[src/cirq_map.svh]
// Register offsets, field positions and reset values of the contactless request unit.
`ifndef CIRQ_MAP_SVH
`define CIRQ_MAP_SVH

`define CIRQ_ADDR_W          6
`define CIRQ_OFS_COMM_EN     6'h02
`define CIRQ_OFS_DIV_EN      6'h03
`define CIRQ_OFS_COMM_REQ    6'h04
`define CIRQ_OFS_DIV_REQ     6'h05
`define CIRQ_OFS_STATUS      6'h07
`define CIRQ_OFS_RX_CFG      6'h0c

`define CIRQ_RST_COMM_EN     8'h80
`define CIRQ_RST_DIV_EN      8'h00
`define CIRQ_RST_COMM_REQ    7'h14
`define CIRQ_RST_DIV_REQ     5'h00
`define CIRQ_RST_RX_CFG      1'h0

`define CIRQ_BIT_POLARITY    7
`define CIRQ_BIT_INVERT      7
`define CIRQ_BIT_DRIVE_PP    7
`define CIRQ_BIT_TX          6
`define CIRQ_BIT_RX          5
`define CIRQ_BIT_IDLE        4
`define CIRQ_BIT_HI          3
`define CIRQ_BIT_LO          2
`define CIRQ_BIT_ERR         1
`define CIRQ_BIT_TIMER       0
`define CIRQ_BIT_SIG         4
`define CIRQ_BIT_MODE        3
`define CIRQ_BIT_CRC         2
`define CIRQ_BIT_FON         1
`define CIRQ_BIT_FOFF        0
`define CIRQ_BIT_STAT_IRQ    4
`define CIRQ_BIT_STAT_HI     1
`define CIRQ_BIT_STAT_LO     0

`define CIRQ_CMD_IDLE        4'h0
`define CIRQ_CMD_KNOWN_MASK  16'hf18f

`endif

[src/cirq_pkg.sv]
// Types shared by the contactless request unit and its users.
package cirq_pkg;

  // Detector state, one-hot.
  typedef enum logic [2:0] {
    CIRQ_DET_OFF  = 3'b001,
    CIRQ_DET_HUNT = 3'b010,
    CIRQ_DET_DONE = 3'b100
  } cirq_det_t;

  // Event and status inputs from the surrounding frontend.
  typedef struct packed {
    logic        tx_last_bit_sent;   // Pulse: last transmitted bit has left.
    logic        rx_end_valid;       // Pulse: end of a valid incoming stream.
    logic        rx_fifo_has_data;   // Level: data bytes present in the FIFO.
    logic        cmd_self_done;      // Pulse: running command ended by itself.
    logic        cmd_host_write;     // Pulse: host wrote the command field.
    logic [3:0]  cmd_host_code;      // Code written with cmd_host_write.
    logic        fifo_high_level;    // Level: live FIFO high alert.
    logic        fifo_low_level;     // Level: live FIFO low alert.
    logic [7:0]  error_status;       // Level: error status bits.
    logic [15:0] countdown_current_value; // Live timer value.
    logic        secure_link_input;  // Level: secure-link input pin.
    logic        auto_anticollision_command; // Level: that command is running.
    logic        mode_found;         // Pulse: communication mode recognised.
    logic        field_reset;        // Pulse: field reset seen.
    logic        checksum_cmd_active; // Level: checksum command running.
    logic        checksum_all_done;  // Pulse: all checksum data processed.
    logic        external_field;     // Level: external field present.
  } cirq_events_t;

  // Whole state of the unit.
  typedef struct packed {
    logic [7:0]  comm_en;        // Comm enable; bit 7 inverts the pin.
    logic [7:0]  div_en;         // Divided enable; bit 7 selects push-pull.
    logic [6:0]  comm_req;       // Latched communication request flags.
    logic [4:0]  div_req;        // Latched divided request flags.
    logic        receive_ignore_empty; // Receive-done needs FIFO data.
    logic        seen;           // Edge history below is valid.
    logic        sig_prev;       // Previous secure-link input level.
    logic        field_prev;     // Previous external field level.
    logic        timer_nonzero;  // Previous timer value was not zero.
    cirq_det_t   det;            // Data mode detector state.
    logic        irq_status;     // Combined request status.
    logic        irq_out;        // Pin output value.
    logic        irq_oe;         // Pin output enable.
    logic        cmd_force_idle; // Pulse: return command field to idle.
    logic [7:0]  rdata;          // Read data.
  } cirq_state_t;

endpackage

[src/cirq_unit.sv]
// Interrupt request flags, enables and pin driver of the contactless frontend.
//
// Local design decision: the address-and-strobe port.
`timescale 1ns/1ps
`include "cirq_map.svh"

// Behaviour
// - Drive select one makes pin push-pull.
// - Drive select zero makes pin open-drain.
// - Enable bit 4 gates secure-input edge request.
// - Bits 3, 2 gate mode, checksum requests.
// - Bits 1, 0 gate field on, off.
// - Comm write sets or clears marked flags.
// - Divided write sets or clears marked flags.
// - Transmit-done flag set after last bit.
// - Receive-done flag set at valid end.
// - Ignore-empty needs FIFO data for receive-done.
// - Idle flag set when command ends itself.
// - Unknown command returns idle, sets flag.
// - Host starting idle leaves flag alone.
// - FIFO high level latched into bit 3.
// - FIFO low level latched into bit 2.
// - Any error status bit sets error flag.
// - Timer reaching zero sets timer flag.
// - Either secure-input edge sets its flag.
// - Mode detection sets mode-detected flag.
// - Detector runs under anticollision, restarts after reset.
// - Checksum done sets checksum flag.
// - Field appearing or vanishing sets flags.
// - Invert bit complements the pin level.
module cirq_unit
  import cirq_pkg::*;
(
  // Clock and reset.
  input  wire logic                     mclk,
  input  wire logic                     rstn,
  // Register port.
  input  wire logic [`CIRQ_ADDR_W-1:0]  reg_addr,
  input  wire logic [7:0]               reg_wdata,
  input  wire logic                     reg_wr,
  input  wire logic                     reg_rd,
  output logic      [7:0]               reg_rdata,
  // Event sources.
  input  wire cirq_events_t             events,
  // Command control.
  output logic                          cmd_force_idle,
  output logic                          mode_detector_run,
  // Interrupt pin.
  output logic                          irq_pin_o,
  output logic                          irq_pin_oe
);

  cirq_state_t st_q;  // Registered state.
  cirq_state_t st_d;  // Next state.

  // Register selects for this cycle's write.
  logic wr_comm_en;
  logic wr_div_en;
  logic wr_comm_req;
  logic wr_div_req;
  logic wr_rx_cfg;
  logic [6:0] comm_set;   // Hardware set terms, communication flags.
  logic [4:0] div_set;    // Hardware set terms, divided flags.
  logic       level;      // Pin level before drive mode.
  logic       cmd_unknown; // Host started a code that this unit does not know.

  // One bit per command code. A clear bit marks a code that is sent back to idle.
  // A literal cannot be indexed, so the mask is held as a named constant.
  localparam logic [15:0] known_cmd_mask = `CIRQ_CMD_KNOWN_MASK;

  // An unknown code both returns the command field to idle and sets the idle flag.
  assign cmd_unknown = events.cmd_host_write && !known_cmd_mask[events.cmd_host_code];

  assign wr_comm_en  = reg_wr && (reg_addr == `CIRQ_OFS_COMM_EN);
  assign wr_div_en   = reg_wr && (reg_addr == `CIRQ_OFS_DIV_EN);
  assign wr_comm_req = reg_wr && (reg_addr == `CIRQ_OFS_COMM_REQ);
  assign wr_div_req  = reg_wr && (reg_addr == `CIRQ_OFS_DIV_REQ);
  assign wr_rx_cfg   = reg_wr && (reg_addr == `CIRQ_OFS_RX_CFG);

  // Hardware set terms; the edge terms wait until history has been sampled once,
  // so a high input at reset release does not fake an edge.
  always_comb begin
    comm_set = 7'h00;
    div_set  = 5'h00;
    comm_set[`CIRQ_BIT_TX] = events.tx_last_bit_sent;
    comm_set[`CIRQ_BIT_RX] = events.rx_end_valid &&
        (!st_q.receive_ignore_empty || events.rx_fifo_has_data);
    comm_set[`CIRQ_BIT_IDLE] = events.cmd_self_done || cmd_unknown;
    comm_set[`CIRQ_BIT_HI]    = events.fifo_high_level;
    comm_set[`CIRQ_BIT_LO]    = events.fifo_low_level;
    comm_set[`CIRQ_BIT_ERR]   = |events.error_status;
    comm_set[`CIRQ_BIT_TIMER] = st_q.seen && st_q.timer_nonzero &&
        (events.countdown_current_value == 16'h0000);
    div_set[`CIRQ_BIT_SIG] = st_q.seen &&
        (events.secure_link_input != st_q.sig_prev);
    div_set[`CIRQ_BIT_MODE] = (st_q.det == CIRQ_DET_HUNT) && events.mode_found;
    div_set[`CIRQ_BIT_CRC] = events.checksum_cmd_active && events.checksum_all_done;
    div_set[`CIRQ_BIT_FON]  = st_q.seen && events.external_field && !st_q.field_prev;
    div_set[`CIRQ_BIT_FOFF] = st_q.seen && !events.external_field && st_q.field_prev;
  end

  // Next-state logic for every register, the detector, the pin and read data.
  always_comb begin
    st_d = st_q;
    // Edge history.
    st_d.seen          = 1'b1;
    st_d.sig_prev      = events.secure_link_input;
    st_d.field_prev    = events.external_field;
    st_d.timer_nonzero = (events.countdown_current_value != 16'h0000);
    // Configuration writes.
    if (wr_comm_en) begin
      st_d.comm_en = reg_wdata;
    end
    if (wr_div_en) begin
      // Bits 6 and 5 are reserved and held at zero.
      st_d.div_en = reg_wdata & 8'h9f;
    end
    if (wr_rx_cfg) begin
      st_d.receive_ignore_empty = reg_wdata[0];
    end
    // Flag writes: polarity bit chooses set or clear of marked flags;
    // unmarked flags stay. Hardware sets are OR-ed in afterwards so an event
    // arriving with a clear is never lost.
    if (wr_comm_req) begin
      if (reg_wdata[`CIRQ_BIT_POLARITY]) begin
        st_d.comm_req = st_q.comm_req | reg_wdata[6:0];
      end else begin
        st_d.comm_req = st_q.comm_req & ~reg_wdata[6:0];
      end
    end
    if (wr_div_req) begin
      if (reg_wdata[`CIRQ_BIT_POLARITY]) begin
        st_d.div_req = st_q.div_req | reg_wdata[4:0];
      end else begin
        st_d.div_req = st_q.div_req & ~reg_wdata[4:0];
      end
    end
    st_d.comm_req = st_d.comm_req | comm_set;
    st_d.div_req  = st_d.div_req | div_set;
    // An unknown command is sent back to idle; a host idle write is not
    // a self-ending command and sets nothing.
    st_d.cmd_force_idle = cmd_unknown;
    // Data mode detector.
    unique case (st_q.det)
      CIRQ_DET_OFF: begin
        if (events.auto_anticollision_command) begin
          st_d.det = CIRQ_DET_HUNT;
        end
      end
      CIRQ_DET_HUNT: begin
        if (!events.auto_anticollision_command) begin
          st_d.det = CIRQ_DET_OFF;
        end else if (events.mode_found) begin
          st_d.det = CIRQ_DET_DONE;
        end
      end
      CIRQ_DET_DONE: begin
        if (!events.auto_anticollision_command) begin
          st_d.det = CIRQ_DET_OFF;
        end else if (events.field_reset) begin
          st_d.det = CIRQ_DET_HUNT;
        end
      end
      default: begin
        st_d.det = CIRQ_DET_OFF;
      end
    endcase
    // Pin path is built from next values so the pin flops line up with the flags.
    st_d.irq_status = (|(st_d.comm_req & st_d.comm_en[6:0])) ||
        (|(st_d.div_req & st_d.div_en[4:0]));
    level = st_d.irq_status ^ st_d.comm_en[`CIRQ_BIT_INVERT];
    if (st_d.div_en[`CIRQ_BIT_DRIVE_PP]) begin
      st_d.irq_out = level;
      st_d.irq_oe  = 1'b1;
    end else begin
      // Open drain only ever pulls low; a high level lets the pin float.
      st_d.irq_out = 1'b0;
      st_d.irq_oe  = !level;
    end
    // Read data for the next cycle only; reads change no flag.
    st_d.rdata = 8'h00;
    if (reg_rd) begin
      unique case (reg_addr)
        `CIRQ_OFS_COMM_EN:  st_d.rdata = st_q.comm_en;
        `CIRQ_OFS_DIV_EN:   st_d.rdata = st_q.div_en;
        `CIRQ_OFS_COMM_REQ: st_d.rdata = {1'b0, st_q.comm_req};
        `CIRQ_OFS_DIV_REQ:  st_d.rdata = {3'b000, st_q.div_req};
        `CIRQ_OFS_STATUS: begin
          st_d.rdata[`CIRQ_BIT_STAT_IRQ] = st_q.irq_status;
          st_d.rdata[`CIRQ_BIT_STAT_HI]  = events.fifo_high_level;
          st_d.rdata[`CIRQ_BIT_STAT_LO]  = events.fifo_low_level;
        end
        `CIRQ_OFS_RX_CFG:   st_d.rdata = {7'h00, st_q.receive_ignore_empty};
        default:            st_d.rdata = 8'h00;
      endcase
    end
  end

  // State register. Reset pin level: invert one and open drain leaves it floating.
  always_ff @(posedge mclk or negedge rstn) begin
    if (!rstn) begin
      st_q.comm_en              <= `CIRQ_RST_COMM_EN;
      st_q.div_en               <= `CIRQ_RST_DIV_EN;
      st_q.comm_req             <= `CIRQ_RST_COMM_REQ;
      st_q.div_req              <= `CIRQ_RST_DIV_REQ;
      st_q.receive_ignore_empty <= `CIRQ_RST_RX_CFG;
      st_q.seen                 <= 1'b0;
      st_q.sig_prev             <= 1'b0;
      st_q.field_prev           <= 1'b0;
      st_q.timer_nonzero        <= 1'b0;
      st_q.det                  <= CIRQ_DET_OFF;
      st_q.irq_status           <= 1'b0;
      st_q.irq_out              <= 1'b0;
      st_q.irq_oe               <= 1'b0;
      st_q.cmd_force_idle       <= 1'b0;
      st_q.rdata                <= 8'h00;
    end else begin
      st_q <= st_d;
    end
  end

  // Outputs straight from flops.
  assign reg_rdata         = st_q.rdata;
  assign cmd_force_idle    = st_q.cmd_force_idle;
  // The hunt state is one-hot bit 1, so the output is a flop bit with no decode.
  assign mode_detector_run = st_q.det[1];
  assign irq_pin_o         = st_q.irq_out;
  assign irq_pin_oe        = st_q.irq_oe;
endmodule // cirq_unit

[config.mk]
export PLATFORM = sky130hd
export DESIGN_NAME = cirq_unit
export DESIGN_NICKNAME = d
export VERILOG_FILES = /design/src/cirq_pkg.sv /design/src/cirq_unit.sv
export VERILOG_INCLUDE_DIRS = /design/src
export SDC_FILE = /design/constraint.sdc
export NUM_CORES = 1
export LEC_CHECK = 0
export BUFFER_PORTS_ARGS = -buffer_cell sky130_fd_sc_hd__buf_4
export CAP_MARGIN = 20
export CORE_UTILIZATION = 35
export DETAILED_ROUTE_END_ITERATION = 7
export PLACE_DENSITY_LB_ADDON = 0.12
export SETUP_SLACK_MARGIN = 0.2
export SLEW_MARGIN = 20
export SYNTH_ARGS = -nofsm -noshare
export SYNTH_HDL_FRONTEND = slang
export SYNTH_SLANG_ARGS = --single-unit
[constraint.sdc]
create_clock -name mclk -period 1.75 [get_ports mclk]
set_input_delay 0.175 -clock mclk [delete_from_list [all_inputs] [get_ports mclk]]
set_output_delay 0.175 -clock mclk [all_outputs]
set_load 0.1 [all_outputs]
==> results.md, run 1 <==
- Congestion Overflow GR: 0
- Root buf cell: clkbuf_8
- P_leak: 1.60 nW
- Post-Syn Instances: between 200 and 250
- Netlist Area Pre-Place: 0.00243 mm2
- Rows: 29
- Placed cell area: 0.00331 mm2
- Worst skew pair latency: 0.30 ns
- MaxCap Viol Count: 0
- Final slew viol count: 0
- Die ar.: 0.00728 mm2
- Worst hold path type: in -> reg
- Top Ports: 72
- Post-synthesis simple-gate area fraction: 20.7%
- CTS tree: done
- Buf/Inv on CP: 1
- Area leader, netlist: dfrtp_1
- Die H: 85.3 um
- Total GRT Usage: 19.7%
- Setup Skew: 0.0134 ns
- Setup CP Type: in -> reg
- Fraction of the yosys area taken by sequential cells: 47.6%
- Drt drc: 0
- XOR/XNOR Fraction of Synth Area: 0.361%
- CTS sink cnt: 46
- Synth Area per Inst: 10.5 um2
- Setup TNS: -1.00 ns
- FFs w/ async S/R, synth: 100%
- Largest family of logic cells by synthesized area: simple AND/OR/NAND/NOR gates
- Area grow syn2layout: 44.0%
- Most used DFF post-synth: dfrtp_1
- First-pass DRT Iterations: 4
- FMAX: 463 MHz
- Final Cell Area: 0.00350 mm2
- Power per cell area: 734 mW/mm2
- Reg2Reg Setup Slack: -0.03 ns
- Post-synth top cells: dfrtp_1 (42), nand2_1 (20), nor2_1 (17)
- Max stage delay on crit path: about 0.63 ns
- Core area: 0.00653 mm2
- Fin crit share: 123%
- Minimum clock period: 2.16 ns
- CP Capture Type: register
- Cell family with the largest share of critical-path delay: simple AND/OR/NAND/NOR gates
- Worst-case headroom to the max-slew limit: about three fifths
- Multiplexer share of the synthesized area: roughly an eighth
- DP Worst Slack: -0.732 ns
- Setup slack after layout: -0.408 ns
- Peak supply drop: 0.000796 V
- Yosys cell types: 55
- Initial antenna violation count: 0
- First-pass GRT wire length: between 10,000 and 15,000 um
- RSZ-0062 raised after global routing: true
- Most common cell in the netlist: dfrtp_1
- Antenna cells: 0
- TritonCTS buffer count: 5
- Max clock buf depth: 2
- Gp weighted congestion: 0.841
- WL final: 6700 um
- Synth Area in Compound Gates: 14.6%
- Yosys top cell area share: 43.3%
- WL/cell: 16.1 um
- Vias per Instance: 5.25
- Number of flops mapped to enable cells by yosys: 0
- Failing checks: negative setup slack
- Vias in the first global route: approximately 2,300
- Outcome: finished with violations
- Final Hold Vio Count: 0
- Initial Util: between 30% and 40%
- Synth Area in Adders: 0%
- Yosys warnings: 0
- HPWL after detailed placement: 5150 um
- WP data required: between 1.5 and 2 ns
- DIE WIDTH: 85.3 um
- CP Max Fanout: 5
- Syn Nets: 291
- Worst path arrival time: around 2.4 ns
- Final Hold Slack: 0.0392 ns
- H-tree Lvls: 2
- Nets: slightly below 400
- Clock transition at path regs: 0.09 ns
- Largest net degree at the start of global routing: 47
- Startpoint types: input port
- ANT nets after route: 0
- Cells along the critical path: buf_6 -> or3_4 -> or4b_4 -> mux2_4 -> a22oi_2 -> and4_4 -> nand3_2 -> a21o_1
- Worst Tran Pin Value: ~0.58 ns
- Share of layout cells above drive strength 1: 46.6%
- Post-synthesis register bit count: 46
- Final setup fails: 3
- Max stage delay cell, worst path: or4b_4
- 1st-iter DRT viols: 117
- Routed vias: around 2,200
- Top cells by area, synth: dfrtp_1 (43%), mux2i_1 (5.4%), mux2_2 (5.1%)
- Port-buffer cells: 71
- Fill cell count: 634
[power by group]
group          switching, mW  internal (mW)  leakage (nW)
Clock                  0.359          0.282        0.0452
Combinational          0.386          0.325          1.01
Sequential            0.0549           1.16         0.551
Total                  0.800           1.77          1.60
[cells by family after synthesis]
group,after synthesis
other cells,1
xor+xnor,1
flops,46
mux,26
buf+inv,21
simple gates,89
compound gates,47
[worst paths after layout]
path,end,startpoint,cells past startpoint
min in group asynchronous,cmd_force_idle,rstn,2
min reg2reg,st_q[20],st_q[16],2
max,irq_pin_oe,reg_addr[4],8
min,st_q[12],events[5],2
max in group asynchronous,mode_detector_run,rstn,2
max reg2reg,irq_pin_oe,st_q[14],8
[worst register-to-register path: stages, from the launching register on]
cell and delay, ns:
dfrtp_1 0.38, nor4bb_1 0.25, buf_4 0.15, nor2_1 0.03
mux2i_1 0.20, a22oi_1 0.13, and4_4 0.20, a21o_1 0.16
a21o_1 0.18
[sequential cells by signal, indices dropped and copies added, names as in the netlist]
| register | count |
|---|---|
| st_q | 34 |
| reg_rdata | 8 |
| cmd_force_idle | 1 |
| irq_pin_o | 1 |
| irq_pin_oe | 1 |
| mode_detector_run | 1 |
[repair_timing]
item	in CTS	in global routing
pin swaps	5	2
hold buffers	3	0
setup endpoints to repair	4	5
gates cloned	1	0
hold endpoints to repair	44	0
resized for setup	8	4
setup buffers	2	0
[metrics by stage]
stage	utilization [%]	total power [mW]	cells
final	53.5	2.57	416
after detailed placement	50.6	1.92	402
after CTS	53.3	2.58	416
after floorplan	-	1.61	231
after global placement	50.6	1.91	402
after global routing	53.5	2.69	416
[routing by layer]
metal	vias to the layer above	global-route usage (%)	routed length (um)
met5	-	0	0
met4	0	4.39	48
met3	5	3.11	379
met2	71	34.2	3250
met1	1036	26.1	3020
li1	1074	-	-
[cell usage in the layout, fill, tap and decap left out, types with 3 or more instances in the layout]
cell | synthesis | layout
o21ai_0 | 6 | 5
nand2_1 | 20 | 20
nand4_1 | 7 | 7
nor2_1 | 17 | 16
a22oi_1 | 5 | 3
or3_1 | 4 | 3
dfstp_2 | 4 | 4
mux2_2 | 11 | 10
and2_1 | 3 | 3
and3b_1 | 3 | 3
o31a_1 | 3 | 3
dlygate4sd3_1 | 0 | 3
buf_4 | 8 | 109
clkbuf_8 | 0 | 5
mux2i_1 | 13 | 12
a22o_1 | 3 | 3
o22ai_1 | 3 | 3
a21oi_1 | 7 | 6
inv_1 | 5 | 5
a21o_1 | 3 | 3
mux2_4 | 2 | 3
nor4_1 | 10 | 10
dfrtp_1 | 42 | 41
nand2b_1 | 4 | 4
[area by class of cell]
class | count | area, um2 | area share, %
clock buffers | 6 | 72.6 | 2.08
clock inverters | 2 | 13.8 | 0.394
inverters | 5 | 18.8 | 0.537
multi-input cells | 165 | 1250 | 35.7
flip-flops and latches | 46 | 1160 | 33.1
well taps | 77 | 96.3 | 2.75
repair buffers | 115 | 891 | 25.5
Power figures use the tool's default switching activity.
==> run 2: changes to the inputs <==
--- a/config.mk
+++ b/config.mk
@@ -8,6 +8,7 @@
 export LEC_CHECK = 0
 export BUFFER_PORTS_ARGS = -buffer_cell sky130_fd_sc_hd__buf_4
 export CAP_MARGIN = 20
+export CORE_ASPECT_RATIO = 0.8
 export CORE_UTILIZATION = 35
 export DETAILED_ROUTE_END_ITERATION = 7
 export PLACE_DENSITY_LB_ADDON = 0.12
@@ -16,3 +17,4 @@
 export SYNTH_ARGS = -nofsm -noshare
 export SYNTH_HDL_FRONTEND = slang
 export SYNTH_SLANG_ARGS = --single-unit
+export TNS_END_PERCENT = 5
==> constraint.sdc (replaced) <==
create_clock -name mclk -period 2.1 [get_ports mclk]
set_input_delay 0.21 -clock mclk [delete_from_list [all_inputs] [get_ports mclk]]
set_output_delay 0.21 -clock mclk [all_outputs]
set_load 0.1 [all_outputs]
==> run 2 against run 1 <==
  * The flow still finishes with violations (negative setup slack)
  * Final cell count decreased by 1.9%
  * Setup slack improved by 0.32 ns
  * Largest cell class unchanged
  * Die area barely moved
==> results.md, run 2 (synthesized netlist as in run 1, its figures left out) <==
- Max clock buf depth: 2 (unchanged)
- Die ar.: 0.00728 mm2 (about the same)
- Crit. Startpoint: reg_addr[4]
- Placed cell area: 0.00319 mm2 (-3.6%)
- Largest Register: st_q
- Total GRT Usage: 20.2% (+0.45 points)
- Core area: 0.00654 mm2 (+0.11%)
- Critical R2R Capture: irq_pin_oe
- Max stage delay cell, worst path: or4_4
- Initial antenna violation count: 0 (unchanged)
- Number of flip-flops in the largest register: 34 (unchanged)
- Final Hold Vio Count: 0 (unchanged)
- WL final: 6750 um (+0.81%)
- Outcome: finished with violations
- 1st-iter DRT viols: 83 (-29%)
- Routed vias: 2,130 (-2.6%)
- Critical Path End: irq_pin_oe
- Share of layout cells above drive strength 1: 42.9% (-3.7 points)
- Vias per Instance: 5.22 (-0.65%)
- Power per cell area: 656 mW/mm2 (-11%)
- CP Max Fanout: 5 (unchanged)
- Worst-case headroom to the max-slew limit: 60.5% (-0.69 points)
- Root buf cell: clkbuf_8
- Setup Skew: 0.00737 ns (-0.00601 ns)
- Final slew viol count: 0 (unchanged)
- Largest net degree at the start of global routing: 47 (unchanged)
- Power consumption: 2.20 mW (-14%)
- Final Hold Slack: 0.0137 ns (-0.0255 ns)
- Top Ports: 72 (unchanged)
- R2R Path Start: st_q[14]
- Area grow syn2layout: 38.1%
- Antenna cells: 0 (unchanged)
- Worst skew pair latency: 0.31 ns (about the same)
- Rows: 26 (-10%)
- CTS sink cnt: 46 (unchanged)
- Clock transition at path regs: 0.09 ns (about the same)
- Fill cell count: 591 (-6.8%)
- WP data required: 2.30 ns (+0.35 ns)
- First-pass DRT Iterations: 4 (unchanged)
- Post-layout util: 51.3% (-2.3 points)
- Reg2Reg Setup Slack: 0.29 ns (+0.32 ns)
- Failing checks: negative setup slack
- Reg2reg path depth: 7 (-1)
- Max stage delay on crit path: 0.53 ns (-0.10 ns)
- ANT nets after route: 0 (unchanged)
- WL/cell: 16.6 um (+2.8%)
- P_leak: 1.53 nW (-4.7%)
- Peak supply drop: 0.000518 V (-35%)
- Final Cell Area: 0.00335 mm2 (-4.1%)
- Vias in the first global route: 2,142 (-5.6%)
- Worst Tran Pin Value: 0.593 ns (+0.0104 ns)
- Die H: 76.5 um (-10%)
- CTS tree: done
- Fin crit share: 104%
- H-tree Lvls: 2 (unchanged)
- Commonest non-fill, non-tap cells in the layout: buf_4 (96), dfrtp_1 (42), nand2_1 (19)
- Gp weighted congestion: 0.802 (-4.6%)
- RSZ-0062 raised after global routing: true
- Setup CP Type: in -> reg
- DIE WIDTH: 95.1 um (+12%)
- Worst path arrival time: 2.39 ns (+0.04 ns)
- Startpoint types: input port
- FMAX: 457 MHz
- First-pass GRT wire length: 11,100 um (+0.24%)
- CP Capture Type: register
- Minimum clock period: 2.19 ns
- Cells along the critical path: buf_4 -> or4_4 -> buf_6 -> o31a_1 -> or3_1 -> a22oi_2 -> and4_4 -> nand3_2 -> a21o_1
- Congestion Overflow GR: 0 (unchanged)
- MaxCap Viol Count: 0 (unchanged)
- TritonCTS buffer count: 5 (unchanged)
- Commonest non-fill, non-tap cell in the layout: buf_4
- Port-buffer cells: 71 (unchanged)
- Nets: 383 (-3.8%)
- Setup slack after layout: -0.0876 ns (+0.320 ns)
- HPWL after detailed placement: 5090 um (-1.3%)
- Final setup fails: 2 (-1)
- Initial Util: 37.1% (-0.043 points)
- Drt drc: 0 (unchanged)
- Worst hold path type: in -> reg
## run 2: metrics by stage
stage | setup TNS (ns) | std cells | worst slack [ns]
after global routing | -0.202 | 408 | -0.112
after floorplan | -0.381 | 231 | -0.194
after detailed placement | -1.21 | 397 | -0.464
after CTS | -0.141 | 406 | -0.0796
after global placement | -1.15 | 397 | -0.435
final | -0.157 | 408 | -0.0876
## run 2: area by class of cell
class | count | area (um2) | area share, %
Clock buffer | 7 | 96.3 | 2.87
Clock inverter | 1 | 8.76 | 0.261
Inverter | 5 | 18.8 | 0.560
Multi-Input combinational cell | 164 | 1200 | 35.7
Sequential cell | 46 | 1160 | 34.5
Tap cell | 84 | 105 | 3.13
Timing Repair Buffer | 101 | 769 | 22.9
## run 2: worst min path at each step
stage / from / end / slack [ns] / cells past startpoint
detailed placement: rstn / reg_rdata[4] / 0.26 / 1
finish: events[0] / st_q[16] / 0.01 / 1
global placement: rstn / cmd_force_idle / 0.26 / 1
floorplan: rstn / cmd_force_idle / -0.09 / 0
CTS: events[0] / st_q[16] / 0.01 / 1
global route: events[6] / st_q[17] / 0.001 / 1
## run 2: power by group
| part | internal [mW] | switching (mW) |
|---|---|---|
| combinational | 0.252 | 0.317 |
| clock | 0.302 | 0.318 |
| sequential | 0.965 | 0.0466 |
## run 2: worst max-delay path: cells and delay by family
family | cells | cell delay, ns
compound gates | 3 | 0.67
buf+inv | 2 | 0.28
simple gates | 4 | 1.21
## run 2: repair_timing
item / 4_1_cts / 5_1_grt
hold buffers: 1 / 0
setup buffers: 0 / 1
gates cloned: 0 / 1
gates resized for setup: 2 / 7
hold endpoints to repair: 42 / 0
endpoints found under the setup margin: 3 / 3
pin swaps: 1 / 6
## run 2: per-layer routing
| metal | track usage, % | vias to the layer above | wire length (um) |
|---|---|---|---|
| li1 | - | 1042 | - |
| met1 | 29.9 | 1021 | 3370 |
| met2 | 29.1 | 59 | 2980 |
| met3 | 4.79 | 8 | 321 |
| met4 | 5.30 | 0 | 82 |
| met5 | 0 | - | 0 |
==> run 3: changes to the inputs <==
--- a/config.mk
+++ b/config.mk
@@ -6,13 +6,16 @@
 export SDC_FILE = /design/constraint.sdc
 export NUM_CORES = 1
 export LEC_CHECK = 0
-export BUFFER_PORTS_ARGS = -buffer_cell sky130_fd_sc_hd__buf_4
 export CAP_MARGIN = 20
+export CELL_PAD_IN_SITES_DETAIL_PLACEMENT = 1
+export CELL_PAD_IN_SITES_GLOBAL_PLACEMENT = 1
 export CORE_ASPECT_RATIO = 0.8
 export CORE_UTILIZATION = 35
 export DETAILED_ROUTE_END_ITERATION = 7
+export DONT_BUFFER_PORTS = 1
 export PLACE_DENSITY_LB_ADDON = 0.12
 export SETUP_SLACK_MARGIN = 0.2
+export SKIP_CTS_REPAIR_TIMING = 1
 export SLEW_MARGIN = 20
 export SYNTH_ARGS = -nofsm -noshare
 export SYNTH_HDL_FRONTEND = slang
==> run 3 against run 2 <==
  * The flow still finishes with violations (negative setup slack)
  * Global-route usage grew 0.21 points
  * Sequential power is essentially flat
  * Fmax grew 3.7%
  * Core utilization shrank 6.8 points
  * Final cell count shrank 17%
  * Combinational power shrank 20%
==> results.md, run 3 (synthesized netlist as in run 1, its figures left out) <==
- H-tree Lvls: 2 (unchanged)
- Final slew viol count: 0 (unchanged)
- Switching Power: 644 uW (-5.6%)
- Die H: 76.5 um (unchanged)
- Clock transition at path regs: 0.08 ns (about the same)
- Commonest non-fill, non-tap cell in the layout: dfrtp_1
- Antenna cells: 0 (unchanged)
- Worst path arrival time: 2.30 ns (-0.09 ns)
- Peak supply drop: 0.000571 V (+10%)
- WP data required: 2.29 ns (about the same)
- Worst Tran Pin Value: 0.489 ns (-0.104 ns)
- FMAX: 474 MHz (+3.7%)
- Max stage delay cell, worst path: a2111oi_4
- Final Cell Area: 0.00291 mm2 (-13%)
- Setup Skew: 0.00875 ns (+0.00138 ns)
- Fin cells: 340 (-17%)
- Switching share of power: 30.1% (-0.86 points)
- RSZ-0062 raised after global routing: true
- Root buf cell: clkbuf_8
- Total GRT Usage: 20.4% (+0.21 points)
- Worst hold path type: in -> reg
- HPWL after detailed placement: 5250 um (+3.2%)
- Rows: 26 (unchanged)
- TritonCTS buffer count: 5 (unchanged)
- P_leak: 1.22 nW (-20%)
- Setup slack after layout: -0.00921 ns (+0.0784 ns)
- MaxCap Viol Count: 0 (unchanged)
- 1st-iter DRT viols: 134 (+61%)
- Setup CP Type: in -> reg
- Area grow syn2layout: 19.8%
- WL final: 7170 um (+6.2%)
- Die ar.: 0.00728 mm2 (unchanged)
- P_int: 1.49 mW (-1.6%)
- Placed cell count: 324 (-18%)
- Port-buffer cells: 0 (-100%)
- DIE WIDTH: 95.1 um (unchanged)
- Register share of total power: 47.3% (+1.3 points)
- Max clock buf depth: 2 (unchanged)
- Placed cell area: 0.00264 mm2 (-17%)
- Share of layout cells above drive strength 1: 28.1% (-15 points)
- CTS tree: done
- Max stage delay on crit path: 0.41 ns (-0.12 ns)
- Worst-case headroom to the max-slew limit: 67.1% (+6.6 points)
- Largest net degree at the start of global routing: 47 (unchanged)
- Initial Util: 37.1% (unchanged)
- Nets: 315 (-18%)
- CTS sink cnt: 46 (unchanged)
- Routed vias: 1,941 (-8.9%)
- WL/cell: 21.1 um (+27%)
- Largest Register: st_q
- Vias in the first global route: 2,075 (-3.1%)
- Power per cell area: 734 mW/mm2 (+12%)
- First-pass DRT Iterations: 4 (unchanged)
- Final Hold Vio Count: 0 (unchanged)
- Top Ports: 72 (unchanged)
- Minimum clock period: 2.11 ns (-0.0784 ns)
- Commonest non-fill, non-tap cells in the layout: dfrtp_1 (42), buf_4 (25), nand2_1 (20)
- CP Max Fanout: 6 (+1)
- ANT nets after route: 0 (unchanged)
- Congestion Overflow GR: 0 (unchanged)
- Core area: 0.00654 mm2 (unchanged)
- Failing checks: negative setup slack
- Number of flip-flops in the largest register: 34 (unchanged)
- CP Capture Type: register
- Outcome: finished with violations
- Comb power frac: 21.2% (-4.7 points)
- Startpoint types: input port
- Fin crit share: 100% (-3.7 points)
- Vias per Instance: 5.71 (+9.4%)
- Cells along the critical path: or3_4 -> buf_4 -> nor3_4 -> buf_6 -> mux2_2 -> a21boi_1 -> a2111oi_4 -> nand3_2 -> a21o_1
- Drt drc: 0 (unchanged)
- Clock share of power: 31.5% (+3.3 points)
- Gp weighted congestion: 0.863 (+7.7%)
- Post-layout util: 44.5% (-6.8 points)
- First-pass GRT wire length: 11,100 um (-0.56%)
- Initial antenna violation count: 0 (unchanged)
- Final setup fails: 1 (-1)
- Worst skew pair latency: 0.30 ns (about the same)
[run 3: cell count changes in the layout (fill, tap and decap cells not counted), sizes merged]
cell | before | now
bufinv | 0 | 1
dlygate4sd3 | 1 | 4
clkbuf | 7 | 6
clkinvlp | 0 | 1
clkinv | 1 | 0
buf | 100 | 29
[run 3: final cells by class]
type                    instances  area (um2)
multi-input cells             164        1230
flip-flops and latches         46        1160
clock buffers                   6        72.6
repair buffers                 33         287
inverters                       5        18.8
well taps                      84         105
clock inverters                 2        37.5
fillers                       728        3630
[run 3: worst paths after layout]
path,from,end,slack [ns],cells after the start
setup / recovery,reg_addr[3],irq_pin_oe,-0.009,9
hold / removal,events[5],mode_detector_run,0.03,1
setup reg to reg,st_q[14],irq_pin_oe,0.18,7
hold reg to reg,st_q[16],st_q[20],0.53,2
max in group asynchronous,rstn,st_q[12],1.41,2
min in group asynchronous,rstn,reg_rdata[0],0.40,2
[run 3: per-layer routing]
| layer | vias to the layer above | routed length (um) | global-route usage (%) |
|---|---|---|---|
| met5 | - | 0 | 0 |
| met4 | 0 | 59 | 5.61 |
| met3 | 6 | 433 | 4.89 |
| met2 | 60 | 3380 | 30.5 |
| met1 | 976 | 3300 | 29.2 |
| li1 | 899 | - | - |
[run 3: worst max-delay path, delay by kind of cell]
kind	cells	cell delay [ns]
AND/OR/NAND/NOR	3	0.67
buffers and inverters	2	0.31
multiplexers	1	0.34
AO/OA/AOI/OAI	3	0.75
[run 3: through the flow]
stage          hold slack (ns)  total power [mW]  setup TNS, ns  setup slack [ns]
2_1_floorplan          -0.0856              1.34         -0.381            -0.194
3_3_place_gp           -0.0841              1.42         -0.749            -0.318
3_5_place_dp           -0.0843              1.42         -0.851            -0.346
4_1_cts                 -0.423              2.11        -0.0720           -0.0376
5_1_grt                 0.0126              2.23        -0.0858           -0.0687
6_report                0.0271              2.14       -0.00921          -0.00921
[run 3: power groups by stage]
stage          Clock, mW  Combinational [mW]  Sequential, mW
2_1_floorplan          0               0.216            1.12
3_3_place_gp           0               0.392            1.03
3_5_place_dp           0               0.397            1.03
4_1_cts            0.695               0.401            1.01
5_1_grt            0.728               0.484            1.02
6_report           0.673               0.453            1.01
